## src/gpc_pkg.sv

```systemverilog
// Package with register map, field layout and carrier types of the port.
package gpc_pkg;

  // Register offsets (byte addresses within one port controller).
  localparam logic [11:0] OFF_IDENT      = 12'h000;
  localparam logic [11:0] OFF_CLK_EN     = 12'h004;
  localparam logic [11:0] OFF_SOFT_RST   = 12'h008;
  localparam logic [11:0] OFF_IRQ_MASK   = 12'h00c;
  localparam logic [11:0] OFF_RAW_STAT   = 12'h010;
  localparam logic [11:0] OFF_MASK_STAT  = 12'h014;
  localparam logic [11:0] OFF_IRQ_CLR    = 12'h018;
  localparam logic [11:0] OFF_OE_SET     = 12'h01c;
  localparam logic [11:0] OFF_OE_CLR     = 12'h020;
  localparam logic [11:0] OFF_DIR_STAT   = 12'h024;
  localparam logic [11:0] OFF_OUT_WRITE  = 12'h028;
  localparam logic [11:0] OFF_OUT_SET    = 12'h02c;
  localparam logic [11:0] OFF_OUT_CLR    = 12'h030;
  localparam logic [11:0] OFF_OUT_READ   = 12'h034;
  localparam logic [11:0] OFF_PIN_READ   = 12'h038;

  // Spacing of the four port controllers in the system map.
  localparam logic [31:0] PORT_STRIDE    = 32'h0000_1000;

  // Field positions.
  localparam int          BIT_CLK_ON     = 0;
  localparam int          BIT_SOFT_RST   = 0;
  localparam int          IDENT_WIDTH    = 26;

  // Reset values.
  localparam logic [31:0] RST_WORD       = 32'h0000_0000;
  localparam logic        RST_CLK_ON     = 1'b0;

  // Arbitrary neutral identification value.
  localparam logic [25:0] IDENT_DEFAULT  = 26'h000_0a5c;

  // Pin-function code that selects the general purpose function.
  localparam logic [1:0]  FUNC_GPIO      = 2'h0;

  // Per-pin output drive towards the pad.
  typedef struct packed {
    logic [31:0] out_val;
    logic [31:0] out_en;
  } gpc_pad_s;

endpackage

```

## src/gpc_port.sv

```systemverilog
// One general purpose port controller with APB register access.
//
// Implementation choice: the APB interface to the registers.
`timescale 1ns/1ps

////////////////////////////////////////////////////////////////////////////////
// How it works
// - One controller per group, width set per group.
// - Register bit n maps to pin n.
// - Drive pins only when general function selected.
// - Soft reset returns registers to defaults, except clock enable; raw status takes that cycle's edges.
// - After reset all pins are inputs.
// - Pin level register returns sampled pins.
// - Whole-word write sets all output data.
// - Set and clear writes change one-bits only.
// - Output data register reads back data.
// - All logic runs on bus clock.
// - Idle: configurable, state kept across gating.
// - Stop: configuration held without clock.
// - Both edges on every pin are events.
// - Edges detected in any pin use.
// - Edge sets sticky raw status bit.
// - Mask bit one enables pin interrupt.
// - Writing one to clear drops pending bit.
// - Port drives its own interrupt request.
// - Ports spaced 0x1000, same offsets.
// - Enable-set makes output, enable-clear input.
// - Masked status is mask AND raw.
// - Clock enable survives soft reset.
module gpc_port #(
  parameter int          PIN_COUNT = 32,
  parameter logic [25:0] IDENT     = gpc_pkg::IDENT_DEFAULT
) (
  // Clock and reset.
  input  wire logic              i_clk,
  input  wire logic              i_nrst,
  // APB slave.
  input  wire logic              psel,
  input  wire logic              penable,
  input  wire logic              pwrite,
  input  wire logic [11:0]       paddr,
  input  wire logic [31:0]       pwdata,
  output logic      [31:0]       prdata,
  output logic                   pready,
  output logic                   pslverr,
  // Pads and pin-function selector.
  input  wire logic [31:0]       i_pin,
  input  wire logic [63:0]       i_pin_function_selector,
  output gpc_pkg::gpc_pad_s      o_pad,
  output logic      [31:0]       o_block_clock_on,
  // Interrupt request.
  output logic                   o_irq
);

  //////////////////////////////////////////////////////////////////////////////
  // Declarations.

  logic [31:0] valid_mask;
  logic [31:0] dir;
  logic [31:0] out_data;
  logic [31:0] irq_mask;
  logic [31:0] raw_stat;
  logic [31:0] masked;
  logic [31:0] sync1;
  logic [31:0] sync2;
  logic [31:0] prev;
  logic [31:0] edges;
  logic        clk_on;
  logic        wr;
  logic        soft_rst;
  logic [31:0] wdat;
  logic [31:0] gp_sel;

  // Writes complete in the access phase; the slave never waits.
  function automatic logic hit(input logic [11:0] a, input logic [11:0] off);
    hit = (a == off);
  endfunction

  //////////////////////////////////////////////////////////////////////////////
  // Bus decode.

  // Implemented pin bits; the rest stay zero everywhere.
  assign valid_mask = (PIN_COUNT >= 32) ? 32'hffff_ffff
                    : ((32'h0000_0001 << PIN_COUNT) - 32'h0000_0001);
  assign pready     = 1'b1;
  assign pslverr    = 1'b0;
  assign wr         = psel & penable & pwrite;
  assign wdat       = pwdata & valid_mask;
  assign soft_rst   = wr & hit(paddr, gpc_pkg::OFF_SOFT_RST)
                    & pwdata[gpc_pkg::BIT_SOFT_RST];

  //////////////////////////////////////////////////////////////////////////////
  // Clock enable control, untouched by soft reset.

  always_ff @(posedge i_clk or negedge i_nrst) begin
    if (!i_nrst) begin
      clk_on <= gpc_pkg::RST_CLK_ON;
    end else if (wr && hit(paddr, gpc_pkg::OFF_CLK_EN)) begin
      clk_on <= pwdata[gpc_pkg::BIT_CLK_ON];
    end
  end
  // Offered to the clock gate; software sets it before configuring.
  assign o_block_clock_on = {31'h0, clk_on};

  //////////////////////////////////////////////////////////////////////////////
  // Direction register; input after any reset.

  always_ff @(posedge i_clk or negedge i_nrst) begin
    if (!i_nrst) begin
      dir <= gpc_pkg::RST_WORD;
    end else if (soft_rst) begin
      dir <= gpc_pkg::RST_WORD;
    end else if (wr && hit(paddr, gpc_pkg::OFF_OE_SET)) begin
      dir <= dir | wdat;
    end else if (wr && hit(paddr, gpc_pkg::OFF_OE_CLR)) begin
      dir <= dir & ~wdat;
    end
  end

  //////////////////////////////////////////////////////////////////////////////
  // Output data register.

  always_ff @(posedge i_clk or negedge i_nrst) begin
    if (!i_nrst) begin
      out_data <= gpc_pkg::RST_WORD;
    end else if (soft_rst) begin
      out_data <= gpc_pkg::RST_WORD;
    end else if (wr && hit(paddr, gpc_pkg::OFF_OUT_WRITE)) begin
      out_data <= wdat;
    end else if (wr && hit(paddr, gpc_pkg::OFF_OUT_SET)) begin
      out_data <= out_data | wdat;
    end else if (wr && hit(paddr, gpc_pkg::OFF_OUT_CLR)) begin
      out_data <= out_data & ~wdat;
    end
  end

  //////////////////////////////////////////////////////////////////////////////
  // Interrupt mask register.

  always_ff @(posedge i_clk or negedge i_nrst) begin
    if (!i_nrst) begin
      irq_mask <= gpc_pkg::RST_WORD;
    end else if (soft_rst) begin
      irq_mask <= gpc_pkg::RST_WORD;
    end else if (wr && hit(paddr, gpc_pkg::OFF_IRQ_MASK)) begin
      irq_mask <= wdat;
    end
  end

  //////////////////////////////////////////////////////////////////////////////
  // Pin synchroniser and edge detector; registers hold without clock.

  always_ff @(posedge i_clk or negedge i_nrst) begin
    if (!i_nrst) begin
      sync1 <= gpc_pkg::RST_WORD;
      sync2 <= gpc_pkg::RST_WORD;
      prev  <= gpc_pkg::RST_WORD;
    end else begin
      sync1 <= i_pin & valid_mask;
      sync2 <= sync1;
      prev  <= sync2;
    end
  end
  // Any change in either direction, whatever the pin's use.
  assign edges = (sync2 ^ prev) & valid_mask;

  //////////////////////////////////////////////////////////////////////////////
  // Raw status; a new edge wins over a clear in the same cycle.

  always_ff @(posedge i_clk or negedge i_nrst) begin
    if (!i_nrst) begin
      raw_stat <= gpc_pkg::RST_WORD;
    end else if (soft_rst) begin
      raw_stat <= edges;
    end else if (wr && hit(paddr, gpc_pkg::OFF_IRQ_CLR)) begin
      raw_stat <= (raw_stat & ~wdat) | edges;
    end else begin
      raw_stat <= raw_stat | edges;
    end
  end

  // Masked status and request line.
  assign masked = raw_stat & irq_mask;
  assign o_irq  = |masked;

  //////////////////////////////////////////////////////////////////////////////
  // Pad drive, only for pins given the general function.

  always_comb begin
    for (int i = 0; i < 32; i++) begin
      gp_sel[i] = (i_pin_function_selector[2*i +: 2] == gpc_pkg::FUNC_GPIO);
    end
  end
  // Configuration sits in flops, so gating the clock keeps it.
  assign o_pad.out_en  = dir & gp_sel;
  assign o_pad.out_val = out_data & gp_sel;

  //////////////////////////////////////////////////////////////////////////////
  // Read multiplexer; same offsets in every port.

  always_comb begin
    prdata = 32'h0000_0000;
    if (psel && !pwrite) begin
      unique case (paddr)
        gpc_pkg::OFF_IDENT:     prdata = {6'h00, IDENT};
        gpc_pkg::OFF_CLK_EN:    prdata = {31'h0, clk_on};
        gpc_pkg::OFF_IRQ_MASK:  prdata = irq_mask;
        gpc_pkg::OFF_RAW_STAT:  prdata = raw_stat;
        gpc_pkg::OFF_MASK_STAT: prdata = masked;
        gpc_pkg::OFF_DIR_STAT:  prdata = dir;
        gpc_pkg::OFF_OUT_READ:  prdata = out_data;
        gpc_pkg::OFF_PIN_READ:  prdata = sync2;
        default:                prdata = 32'h0000_0000;
      endcase
    end
  end

endmodule

```

## config.mk

```make
export PLATFORM = sky130hd
export DESIGN_NAME = gpc_port
export DESIGN_NICKNAME = d
export VERILOG_FILES = /design/src/gpc_pkg.sv /design/src/gpc_port.sv
export SDC_FILE = /design/constraint.sdc
export NUM_CORES = 1
export LEC_CHECK = 0
export BUFFER_PORTS_ARGS = -buffer_cell sky130_fd_sc_hd__buf_2
export CORE_AREA = 5 5 161 163
export DETAILED_ROUTE_END_ITERATION = 8
export DIE_AREA = 0 0 166 168
export PLACE_DENSITY = 0.69
export SLEW_MARGIN = 5
export SYNTH_ARGS = -nofsm -noshare
export SYNTH_HDL_FRONTEND = slang
export SYNTH_SLANG_ARGS = --single-unit
export TNS_END_PERCENT = 1
```

## constraint.sdc

```tcl
create_clock -name i_clk -period 5.3 [get_ports i_clk]
set_clock_uncertainty 0.05 [all_clocks]
set_input_delay 0.53 -clock i_clk [delete_from_list [all_inputs] [get_ports i_clk]]
set_output_delay 0.53 -clock i_clk [all_outputs]
set_load 0.02 [all_outputs]
```

* Word-level counts from Yosys, hierarchy flattened
Index checks and enable logic that the tools add are counted.
** Word-level totals
- Flip-flop bits (word level) :: 225
- Output and inout bits :: 131
- Word-level logic and storage cells :: 98
** Cells by class
- Equal/unequal tests :: 14
- Mux-type cells :: 13
- Bitwise operators :: 16
- Reductions and logical operators :: 47
** Operators with widths (count)
- 32-bit 2-to-1 mux :: 12
- 32-bit case mux with 8 select lines :: 1
- 32-bit bitwise AND :: 6
- 32-bit OR :: 4
- 12-bit by 6-bit equality test with 1-bit output (second input constant) :: 7
- 2-bit logical NOT :: 32
- 12-bit by 5-bit equality test with 1-bit output (second input constant) :: 4
- 32-bit inverter :: 1
- 32-bit OR reduction :: 1
- 32-bit bitwise XOR :: 1
- 12-bit by 4-bit equality test with 1-bit output (second input constant) :: 2
- 12-bit by 3-bit equality test with 1-bit output (second input constant) :: 1
- 12-bit logical NOT :: 1
- 1-bit logical AND :: 9
- 1-bit bitwise AND :: 4
- 4-bit nonzero test :: 1
- 3-bit nonzero test :: 1
- 2-bit nonzero test :: 1
- 1-bit logical NOT :: 1

* Logic depth before layout (Yosys ltp)
Gate-level depths: netlist of the first run.
- Word-level depth :: 7
- Depth in mapped cells :: 7
- Gate-level depth less buffers :: 4

* Worst setup path after synthesis of the first run
OpenSTA, ideal clock, no wires.
- Path type :: input-to-output
- From :: input paddr[7]
- To :: output prdata[10]
- Arrival :: 2.410 ns
- Required time :: 4.720 ns
- Slack :: 2.310 ns
- Stages on the path :: 6
- Path through :: or4_1 buf_2 nor4_2 buf_2 a22oi_1 a21oi_1
** Between the ends
- Word-level cells in the longest chain between the ends :: 3
- Elaborated cells on any way between the ends :: 10
** RTL lines
- start: declaration :: RTL line gpc_port.sv:41 : input wire logic [11:0] paddr,
- 12-bit by 6-bit equality test with 1-bit output, or another cell as far along :: RTL line gpc_port.sv:204 : unique case (paddr)
- 32-bit case mux with 8 select lines * :: RTL line gpc_port.sv:204
- 32-bit 2-to-1 mux * :: RTL line gpc_port.sv:203 : if (psel && !pwrite) begin
- end: declaration :: RTL line gpc_port.sv:43 : output logic [31:0] prdata,
Every way passes the cells marked *; elsewhere a longest branch is shown, timed or not.

* Worst setup path after layout of the first run
- From :: input paddr[5]
- To :: output prdata[22]
Same word-level chain as after synthesis.

==> metrics.md, run 1 <==
| Metric | Value |
|---|---|
| Run status | `finished clean` |
| Critical path launch point type | `input port` |
| Leak pwr | `5.680 nW` |
| Worst skew pair latency | `0.52 ns` |
| Library cells used by synthesis | `58` |
| Cell at the root of the clock tree | `sky130_fd_sc_hd__clkbuf_16` |
| Peak VDD IR | `220.7 uV` |
| Initial drt markers | `836` |
| Number of top-level pins | `276` |
| Switching Fraction | `0.2285` |
| Peak clock frequency supported by timing | `0.2646 GHz` |
| Die Wd | `166 um` |
| Die footprint | `27890 sq um` |
| Cell area after synthesis | `10690 sq um` |
| Count of nets after finishing | `1314` |
| Cell taking the most area after synthesis | `sky130_fd_sc_hd__dfrtp_1` |
| Total DRC errors in the routed layout | `0` |
| Commonest cells post-synth | `225 x sky130_fd_sc_hd__dfrtp_1, 69 x sky130_fd_sc_hd__a21oi_1, 65 x sky130_fd_sc_hd__nor3b_1` |
| Clk network pwr share | `0.476` |
| Routability-driven placement congestion ratio | `0.7993` |
| Critical-path cell list | `buf_2 -> buf_4 -> nand4b_1 -> nor4_4 -> buf_4 -> a22oi_1 -> a21oi_1 -> buf_2` |
| Fraction of registers with async set or reset after synthesis | `1.000` |
| Overall global routing resource usage | `0.2231` |
| Antenna violations before repair | `2` |
| Clock tree from TritonCTS | `done` |
| Highest net fanout along the worst path | `41` |
| Iteration count of the initial detailed-routing pass | `6` |
| Switching Power | `0.0008785 W` |
| Total core area | `24180 sq um` |
| Top-count cell post-synth | `sky130_fd_sc_hd__dfrtp_1` |
| Per-cell via count in the routed design | `5.928` |
| Fill cells | `2158` |
| Starting Density | `0.4423` |
| Summed negative setup slack over all endpoints | `0 ns` |
| Overall Power | `0.003845 W` |
| Post-Place Cells | `1465` |
| Class of the tightest hold or removal check | `input port to async pin` |
| Delay of the slowest critical-path stage | `0.83 ns` |
| Remaining global-route overflow | `0` |
| Top flip-flop cell by instance count after synthesis | `sky130_fd_sc_hd__dfrtp_1` |
| Post-detailed-route count of antenna-violating nets | `0` |
| Cell area after placement | `12120 sq um` |
| Clk sinks | `225` |
| Max-slew violations | `0` |
| Wire length after detailed routing | `32.25 mm` |
| Critical path's slowest cell | `sky130_fd_sc_hd__nor4_4` |
| Number of buffers on the longest clock path | `3` |
| Post-CTS sizing | `0` |
| Post CTS Setup Buffer Count | `0` |
| Max transition margin | `0.2857` |
| Internal power component | `0.002967 W` |
| Count of input and output buffers | `242` |
| Count of synthesis-stage warnings from yosys | `0` |
| Average wire per cell in the routed design | `21.29 um` |
| Synth top area cells | `sky130_fd_sc_hd__dfrtp_1 53%, sky130_fd_sc_hd__nor3b_1 4.6%, sky130_fd_sc_hd__a22oi_1 4.1%` |
| Number of flip-flops and latches in the synthesized netlist | `225` |
| Largest net degree at the start of global routing | `115` |
| TritonCTS buffer count | `26` |
| Final clock period utilization by the worst path | `0.7130` |
| H-tree depth | `1` |
| Number of global-route vias before repair | `8951` |
| Arrival time worst endpoint | `3.20 ns` |
| Max-cap violations | `0` |
| Sequential Power Share | `0.463` |
| Relative contribution of combinational cells to total power | `0.061` |
| Total half-perimeter wirelength after legalization and detailed placement | `21.20 mm` |
| Post-CTS Hold Buffers | `0` |
| Setup-violating endpoint count in the final report | `0` |
| Routed via count | `8981` |
| Number of flops mapped to enable cells by yosys | `0` |
| Post-layout minimum cycle time | `3.779 ns` |
| Area grow syn2layout | `21.75%` |
| Post-route cell area | `13020 sq um` |
| Final non-filler cell total | `1515` |
| Type of the worst setup path | `input port to output port` |
| Die span in y | `168 um` |
| Share of cells above drive strength 1 | `0.2817` |
| Portion of synthesized cell area occupied by the leading cell type | `0.5265` |
| Clock slew seen by the registers of the worst setup and hold paths | `0.06 ns` |
| Power density over cell area | `295.3 nW/um^2` |
| Row count | `57` |
| Share of synthesized area occupied by flip-flops and latches | `0.5265` |
| Setup repair after global routing missed its margin | `no` |
| Synth Area per Inst | `11.15 sq um` |
| Wire length of the first global-routing pass | `50.74 mm` |
| Worst Max-Slew Pin Slew | `1.067 ns` |
| Final number of hold-violating endpoints | `0` |
| CP Capture Type | `output port` |
| Required time at the worst-slack endpoint | `4.72 ns` |
| Post-Syn Instances | `959` |
## final cells by class
cell class                      instances  area (sq um)  share of cell area
Inverter                               33         123.9            0.009514
Multi-Input combinational cell        623          4591              0.3526
Antenna cell                            2         5.005           0.0003844
Clock buffer                           40         763.2             0.05862
Sequential cell                       225          5630              0.4324
Timing Repair Buffer                  260          1369              0.1051
Tap cell                              324         405.4             0.03114
Clock inverter                          8         132.6             0.01019
## power groups by stage
stage	clock [W]	sequential, W	combinational [W]
after floorplan	0	0.00180	0.000109
after global placement	0	0.00181	0.000229
after detailed placement	0	0.00181	0.000233
after CTS	0.00187	0.00178	0.000233
after global routing	0.00194	0.00178	0.000257
final	0.00183	0.00178	0.000233
## metrics by stage
step	hold WS, ns	setup WS [ns]	util
after global routing	0.03221	1.370	0.5385
after CTS	0.03575	1.545	0.5383
after floorplan	0.1844	2.310	-
after detailed placement	0.2847	1.563	0.5013
final	0.02875	1.521	0.5385
after global placement	0.2818	1.605	0.5013
## registers in the layout, summed over array words and instances, names as in the netlist
name and count:
dir 32, raw_stat 32, sync1 32, clk_on 1, prev 32, irq_mask 32, out_data 32, sync2 32
## worst paths after layout
path	from	end	slack, ns	cells after the start
setup / recovery	paddr[5]	prdata[22]	1.52	8
hold / removal	i_nrst	sync2[3]	0.03	1
setup reg to reg	sync2[3]	raw_stat[3]	4.32	2
hold reg to reg	sync1[21]	sync2[21]	0.29	0
max in group asynchronous	i_nrst	out_data[25]	4.06	2
min in group i_clk	i_pin[20]	sync1[20]	0.06	1
## per-layer routing
layer,track usage,share of wire,vias up
met4,0.05022,0.017,0
met3,0.04502,0.089,46
met1,0.3214,0.43,4417
met5,0,0,-
li1,-,-,4044
met2,0.3516,0.46,474
## cell families after synthesis
logic type,Yosys count,share of synthesized area
compound gates,342,0.2360
flops,225,0.5265
simple gates,182,0.1099
buf+inv,142,0.06400
mux,34,0.03674
xor+xnor,32,0.02621
other cells,2,0.0007023
## worst max-delay path, delay by kind of cell
family | cells | cell delay (ns)
and+or+nand+nor | 2 | 1.15
buffers and inverters | 4 | 1.14
AOI/OAI and AO/OA | 2 | 0.35
## cells in the final DEF (no fill, tap or decap), types with 32 or more instances in the layout
cell type | Yosys | final
sky130_fd_sc_hd__nor3b_1 | 65 | 64
sky130_fd_sc_hd__a22oi_1 | 59 | 59
sky130_fd_sc_hd__a22o_1 | 35 | 35
sky130_fd_sc_hd__nand3_1 | 38 | 37
sky130_fd_sc_hd__inv_1 | 32 | 32
sky130_fd_sc_hd__nor3_1 | 34 | 34
sky130_fd_sc_hd__buf_2 | 10 | 241
sky130_fd_sc_hd__conb_1 | 2 | 33
sky130_fd_sc_hd__a21oi_1 | 69 | 69
sky130_fd_sc_hd__dfrtp_1 | 225 | 225
sky130_fd_sc_hd__o21ai_1 | 34 | 32
Power figures use the tool's default switching activity.
==> run 2, diff against run 1 <==
clock period = 3.95 ns   (was 5.3 ns; I/O delays follow)
==> run 2 against run 1 <==
Compared with the run above:
- final area increased by 2.7%
- clock-buffer cell count decreased by 1
- worst setup slack got worse by 0.73 ns
- global-route usage increased by 0.75 points
- critical path depth decreased by 2
- sequential power increased by 34%
- largest power group is now registers
- highest routed layer unchanged
==> metrics.md, run 2 (synthesis gave the netlist of run 1 again) <==
| Metric | Value |
|---|---|
| Run status | `finished clean` |
| Clk network pwr share | `0.464` |
| Routability-driven placement congestion ratio | `0.8336` |
| Power density over cell area | `381.4 nW/um^2` |
| Delay of the slowest critical-path stage | `0.76 ns` |
| Leak pwr | `5.843 nW` |
| Sequential Power Share | `0.468` |
| Multi-input gate area in the final layout | `4591 sq um` |
| Critical-path cell list | `buf_2 -> or4_1 -> nor4_1 -> o21ai_4 -> a21oi_1 -> buf_2` |
| Final number of hold-violating endpoints | `0` |
| Stages on the worst setup path | `6` |
| Row count | `57` |
| Relative contribution of combinational cells to total power | `0.068` |
| Worst Max-Slew Pin Slew | `1.144 ns` |
| Post-Place Cells | `1473` |
| Required time at the worst-slack endpoint | `3.50 ns` |
| Arrival time worst endpoint | `2.71 ns` |
| Final non-filler cell total | `1556` |
| Count of nets after finishing | `1355` |
| Worst skew pair latency | `0.52 ns` |
| Post-detailed-route count of antenna-violating nets | `0` |
| Number of buffers on the longest clock path | `3` |
| Post CTS Setup Buffer Count | `0` |
| Switching Fraction | `0.2345` |
| Remaining global-route overflow | `0` |
| Internal power component | `0.003904 W` |
| Total half-perimeter wirelength after legalization and detailed placement | `21.93 mm` |
| Peak clock frequency supported by timing | `0.3170 GHz` |
| Wire length of the first global-routing pass | `52.48 mm` |
| Number of global-route vias before repair | `9137` |
| Per-cell via count in the routed design | `5.852` |
| Initial drt markers | `831` |
| Clock slew seen by the registers of the worst setup and hold paths | `0.06 ns` |
| Final clock period utilization by the worst path | `0.7987` |
| TritonCTS buffer count | `26` |
| Share of cells above drive strength 1 | `0.2805` |
| Iteration count of the initial detailed-routing pass | `6` |
| Die footprint | `27890 sq um` |
| Post-layout minimum cycle time | `3.155 ns` |
| Max transition margin | `0.2343` |
| Area occupied by registers | `5630 sq um` |
| Area grow syn2layout | `25.04%` |
| Most common library cell in the layout ignoring fill and taps | `sky130_fd_sc_hd__buf_2` |
| Die Wd | `166 um` |
| Peak VDD IR | `266.1 uV` |
| H-tree depth | `1` |
| Count of buffering cells on the critical path with inverters included | `2` |
| Setup-violating endpoint count in the final report | `0` |
| Clock tree from TritonCTS | `done` |
| Largest net degree at the start of global routing | `123` |
| Cell family with most CP delay | `simple AND/OR/NAND/NOR gates` |
| Total core area | `24180 sq um` |
| Most used cells in the layout excluding fill and tap cells | `241 x sky130_fd_sc_hd__buf_2, 225 x sky130_fd_sc_hd__dfrtp_1, 69 x sky130_fd_sc_hd__a21oi_1` |
| Critical path launch point type | `input port` |
| Routed via count | `9105` |
| Count of input and output buffers | `242` |
| FF-to-FF path depth | `2` |
| Switching Power | `0.001196 W` |
| Class of the tightest hold or removal check | `input port to flop` |
| Util after Layout | `0.5531` |
| Highest net fanout along the worst path | `32` |
| Worst hold path stage count | `2` |
| Cell at the root of the clock tree | `sky130_fd_sc_hd__clkbuf_16` |
| Antenna violations before repair | `2` |
| Starting Density | `0.4423` |
| Crit-path most repeated cell | `sky130_fd_sc_hd__buf_2` |
| Max-cap violations | `0` |
| Average wire per cell in the routed design | `21.68 um` |
| Die span in y | `168 um` |
| Wire length after detailed routing | `33.73 mm` |
| Number of top-level pins | `276` |
| Overall global routing resource usage | `0.2306` |
| Setup repair after global routing missed its margin | `no` |
| Critical path's slowest cell | `sky130_fd_sc_hd__or4_1` |
| Clk sinks | `225` |
| Type of the worst setup path | `input port to output port` |
| CP Capture Type | `output port` |
| Post-CTS sizing | `0` |
| Max-slew violations | `0` |
| Worst-case register-to-register setup slack | `2.99 ns` |
| Total DRC errors in the routed layout | `0` |
| Fill cells | `2093` |
| Summed negative setup slack over all endpoints | `0 ns` |
==> run 2: final cells by class <==
class / count / area share
inverter: 33 / 0.009264
clock inverter: 9 / 0.005708
sequential: 225 / 0.4211
timing repair buffer: 301 / 0.1316
tap: 324 / 0.03032
multi-input combinational: 623 / 0.3433
antenna: 2 / 0.0003743
clock buffer: 39 / 0.05839
==> run 2: layer usage <==
| layer | track usage | part of all wire |
|---|---|---|
| met1 | 0.3225 | 0.42 |
| met4 | 0.06133 | 0.023 |
| met3 | 0.04619 | 0.085 |
| met5 | 0 | 0 |
| met2 | 0.3706 | 0.47 |
==> run 2: power groups by stage <==
stage               Clock [W]  Sequential, W  Combinational (W)
finish                0.00236        0.00239           0.000346
global route          0.00251        0.00239           0.000377
CTS                   0.00241        0.00239           0.000345
detailed placement          0        0.00243           0.000318
global placement            0        0.00243           0.000313
floorplan                   0        0.00242           0.000146
==> run 2: stage by stage <==
| stage | area (sq um) | worst slack, ns | total power (W) | hold slack (ns) |
|---|---|---|---|---|
| 2_1_floorplan | 10810 | 1.230 | 0.002567 | 0.04941 |
| 3_3_place_gp | 12180 | 0.8900 | 0.002741 | 0.2817 |
| 3_5_place_dp | 12180 | 0.8018 | 0.002748 | 0.2847 |
| 4_1_cts | 13370 | 0.7755 | 0.005148 | 0.05441 |
| 5_1_grt | 13370 | 0.6921 | 0.005279 | 0.07326 |
| 6_report | 13370 | 0.7951 | 0.005100 | 0.08109 |
==> run 2: path summary, 6_finish.rpt <==
path                                 start      endpoint
max in group asynchronous           i_nrst  raw_stat[28]
worst min-delay path            pwdata[17]       dir[17]
min in group asynchronous           i_nrst      sync1[5]
worst min register to register    sync1[5]      sync2[5]
worst max-delay path              paddr[7]    prdata[26]
worst max register to register    sync2[6]   raw_stat[6]
==> run 2: timing repair <==
action / CTS / global route
hold buffers: 33 / 0
endpoints found under the hold margin: 136 / 0
endpoints found under the setup margin: 0 / 0
==> run 3, diff against run 2 <==
clock period = 3.02 ns   (was 3.95 ns; I/O delays follow)
==> run 3 against run 2 <==
Compared with the run above:
- largest power group unchanged
- non-clock buffer count increased by 18
- die area unchanged
- critical endpoint is now prdata[0]
- combinational power increased by 38%
- total power increased by 27%
- highest routed layer unchanged
==> metrics.md, run 3 (synthesis gave the netlist of run 1 again) <==
| Metric | Value |
|---|---|
| Run status | `finished clean` |
| Post-layout minimum cycle time | `2.753 ns` |
| Antenna violations before repair | `1` |
| Cell area after placement | `12320 sq um` |
| Area occupied by registers | `5630 sq um` |
| Leak pwr | `5.896 nW` |
| Number of buffers on the longest clock path | `3` |
| Setup-violating endpoint count in the final report | `0` |
| CP Capture Type | `output port` |
| Summed negative setup slack over all endpoints | `0 ns` |
| H-tree depth | `1` |
| Required time at the worst-slack endpoint | `2.67 ns` |
| Share of cells above drive strength 1 | `0.2782` |
| Total half-perimeter wirelength after legalization and detailed placement | `22.91 mm` |
| Iteration count of the initial detailed-routing pass | `5` |
| Cell at the root of the clock tree | `sky130_fd_sc_hd__clkbuf_16` |
| Critical path launch point type | `input port` |
| Post-detailed-route count of antenna-violating nets | `0` |
| TritonCTS buffer count | `24` |
| Clock slew seen by the registers of the worst setup and hold paths | `0.06 ns` |
| Clk sinks | `225` |
| Max transition margin | `0.2813` |
| Worst-case register-to-register setup slack | `2.06 ns` |
| Post-route cell area | `13510 sq um` |
| Max-cap violations | `0` |
| Count of input and output buffers | `242` |
| Post CTS Setup Buffer Count | `0` |
| Die Wd | `166 um` |
| Wire length of the first global-routing pass | `53.48 mm` |
| Average wire per cell in the routed design | `21.72 um` |
| Multi-input gate area in the final layout | `4591 sq um` |
| Power density over cell area | `479.0 nW/um^2` |
| Setup repair after global routing missed its margin | `no` |
| Fill cells | `2022` |
| Area grow syn2layout | `26.29%` |
| Row count | `57` |
| Overall Power | `0.006469 W` |
| Worst Max-Slew Pin Slew | `1.074 ns` |
| Routability-driven placement congestion ratio | `0.8606` |
| Hold Startpoint | `pwdata[1]` |
| Number of top-level pins | `276` |
| Worst hold path stage count | `2` |
| Per-cell via count in the routed design | `5.934` |
| Peak clock frequency supported by timing | `0.3632 GHz` |
| Initial drt markers | `795` |
| Min-Delay Endpoint | `dir[1]` |
| Worst skew pair latency | `0.50 ns` |
| R2R Path End | `raw_stat[9]` |
| Remaining global-route overflow | `0` |
| Die span in y | `168 um` |
| Critical R2R Launch | `sync2[9]` |
| Overall global routing resource usage | `0.2352` |
| Most used cells in the layout excluding fill and tap cells | `241 x sky130_fd_sc_hd__buf_2, 225 x sky130_fd_sc_hd__dfrtp_1, 69 x sky130_fd_sc_hd__a21oi_1` |
| Number of global-route vias before repair | `9385` |
| Type of the worst setup path | `input port to output port` |
| Count of nets after finishing | `1371` |
| Arrival time worst endpoint | `2.40 ns` |
| Total core area | `24180 sq um` |
| Most common library cell in the layout ignoring fill and taps | `sky130_fd_sc_hd__buf_2` |
| Total DRC errors in the routed layout | `0` |
| Final number of hold-violating endpoints | `0` |
| Post-CTS sizing | `0` |
| Clock tree from TritonCTS | `done` |
| Class of the tightest hold or removal check | `input port to flop` |
| Final clock period utilization by the worst path | `0.9116` |
| Routed via count | `9286` |
| Wire length after detailed routing | `33.99 mm` |
| Peak VDD IR | `364.5 uV` |
| Die footprint | `27890 sq um` |
| Highest net fanout along the worst path | `32` |
| Max-slew violations | `0` |
| Largest net degree at the start of global routing | `100` |
| Starting Density | `0.4423` |
| FF-to-FF path depth | `2` |
## run 3: routing by layer
metal | part of all wire | GRT usage
met3 | 0.077 | 0.04150
met2 | 0.47 | 0.3778
met4 | 0.027 | 0.06994
met5 | 0 | 0
met1 | 0.43 | 0.3296
## run 3: area by class of cell
type | instances | area share
Inverter | 33 | 0.009172
Timing Repair Buffer | 319 | 0.1475
Multi-Input combinational cell | 623 | 0.3399
Clock buffer | 37 | 0.05336
Sequential cell | 225 | 0.4169
Tap cell | 324 | 0.03002
Clock inverter | 3 | 0.002965
Antenna cell | 1 | 0.0001853
## run 3: what timing repair did
| item | in CTS | in global routing |
|---|---|---|
| hold buffers | 42 | 0 |
| hold endpoints to repair | 135 | 0 |
| endpoints found under the setup margin | 0 | 0 |
## run 3: through the flow
step	hold slack [ns]	utilization	std cells	setup slack (ns)
6_report	0.01302	0.5586	1565	0.2668
5_1_grt	0.01815	0.5586	1565	0.1158
4_1_cts	0.001391	0.5585	1564	0.2396
3_5_place_dp	0.2847	0.5097	1482	0.2458
3_3_place_gp	0.2825	0.5097	1482	0.3091
2_1_floorplan	-0.04359	-	990	0.4862
## run 3: power breakdown
part | internal, W | total [W] | switching (W)
registers | 0.00308 | 0.00313 | 0.0000425
clock network | 0.00171 | 0.00287 | 0.00115
logic | 0.000176 | 0.000478 | 0.000302
total | 0.00497 | 0.00647 | 0.00150
## run 3: worst max-delay path, cell delays in order
cell and delay [ns]:
sky130_fd_sc_hd__buf_2 0.10, sky130_fd_sc_hd__or4_1 0.64, sky130_fd_sc_hd__nor4_1 0.48, sky130_fd_sc_hd__o21ai_4 0.39, sky130_fd_sc_hd__a31oi_1 0.28, sky130_fd_sc_hd__buf_2 0.20
## run 3: worst max path at each step
stage / cells after the start / start / to
2_1_floorplan: 6 / paddr[7] / prdata[10]
3_3_place_gp: 6 / paddr[7] / prdata[0]
3_5_place_dp: 6 / paddr[7] / prdata[0]
4_1_cts: 6 / paddr[7] / prdata[0]
5_1_grt: 6 / paddr[7] / prdata[10]
6_report: 6 / paddr[7] / prdata[0]
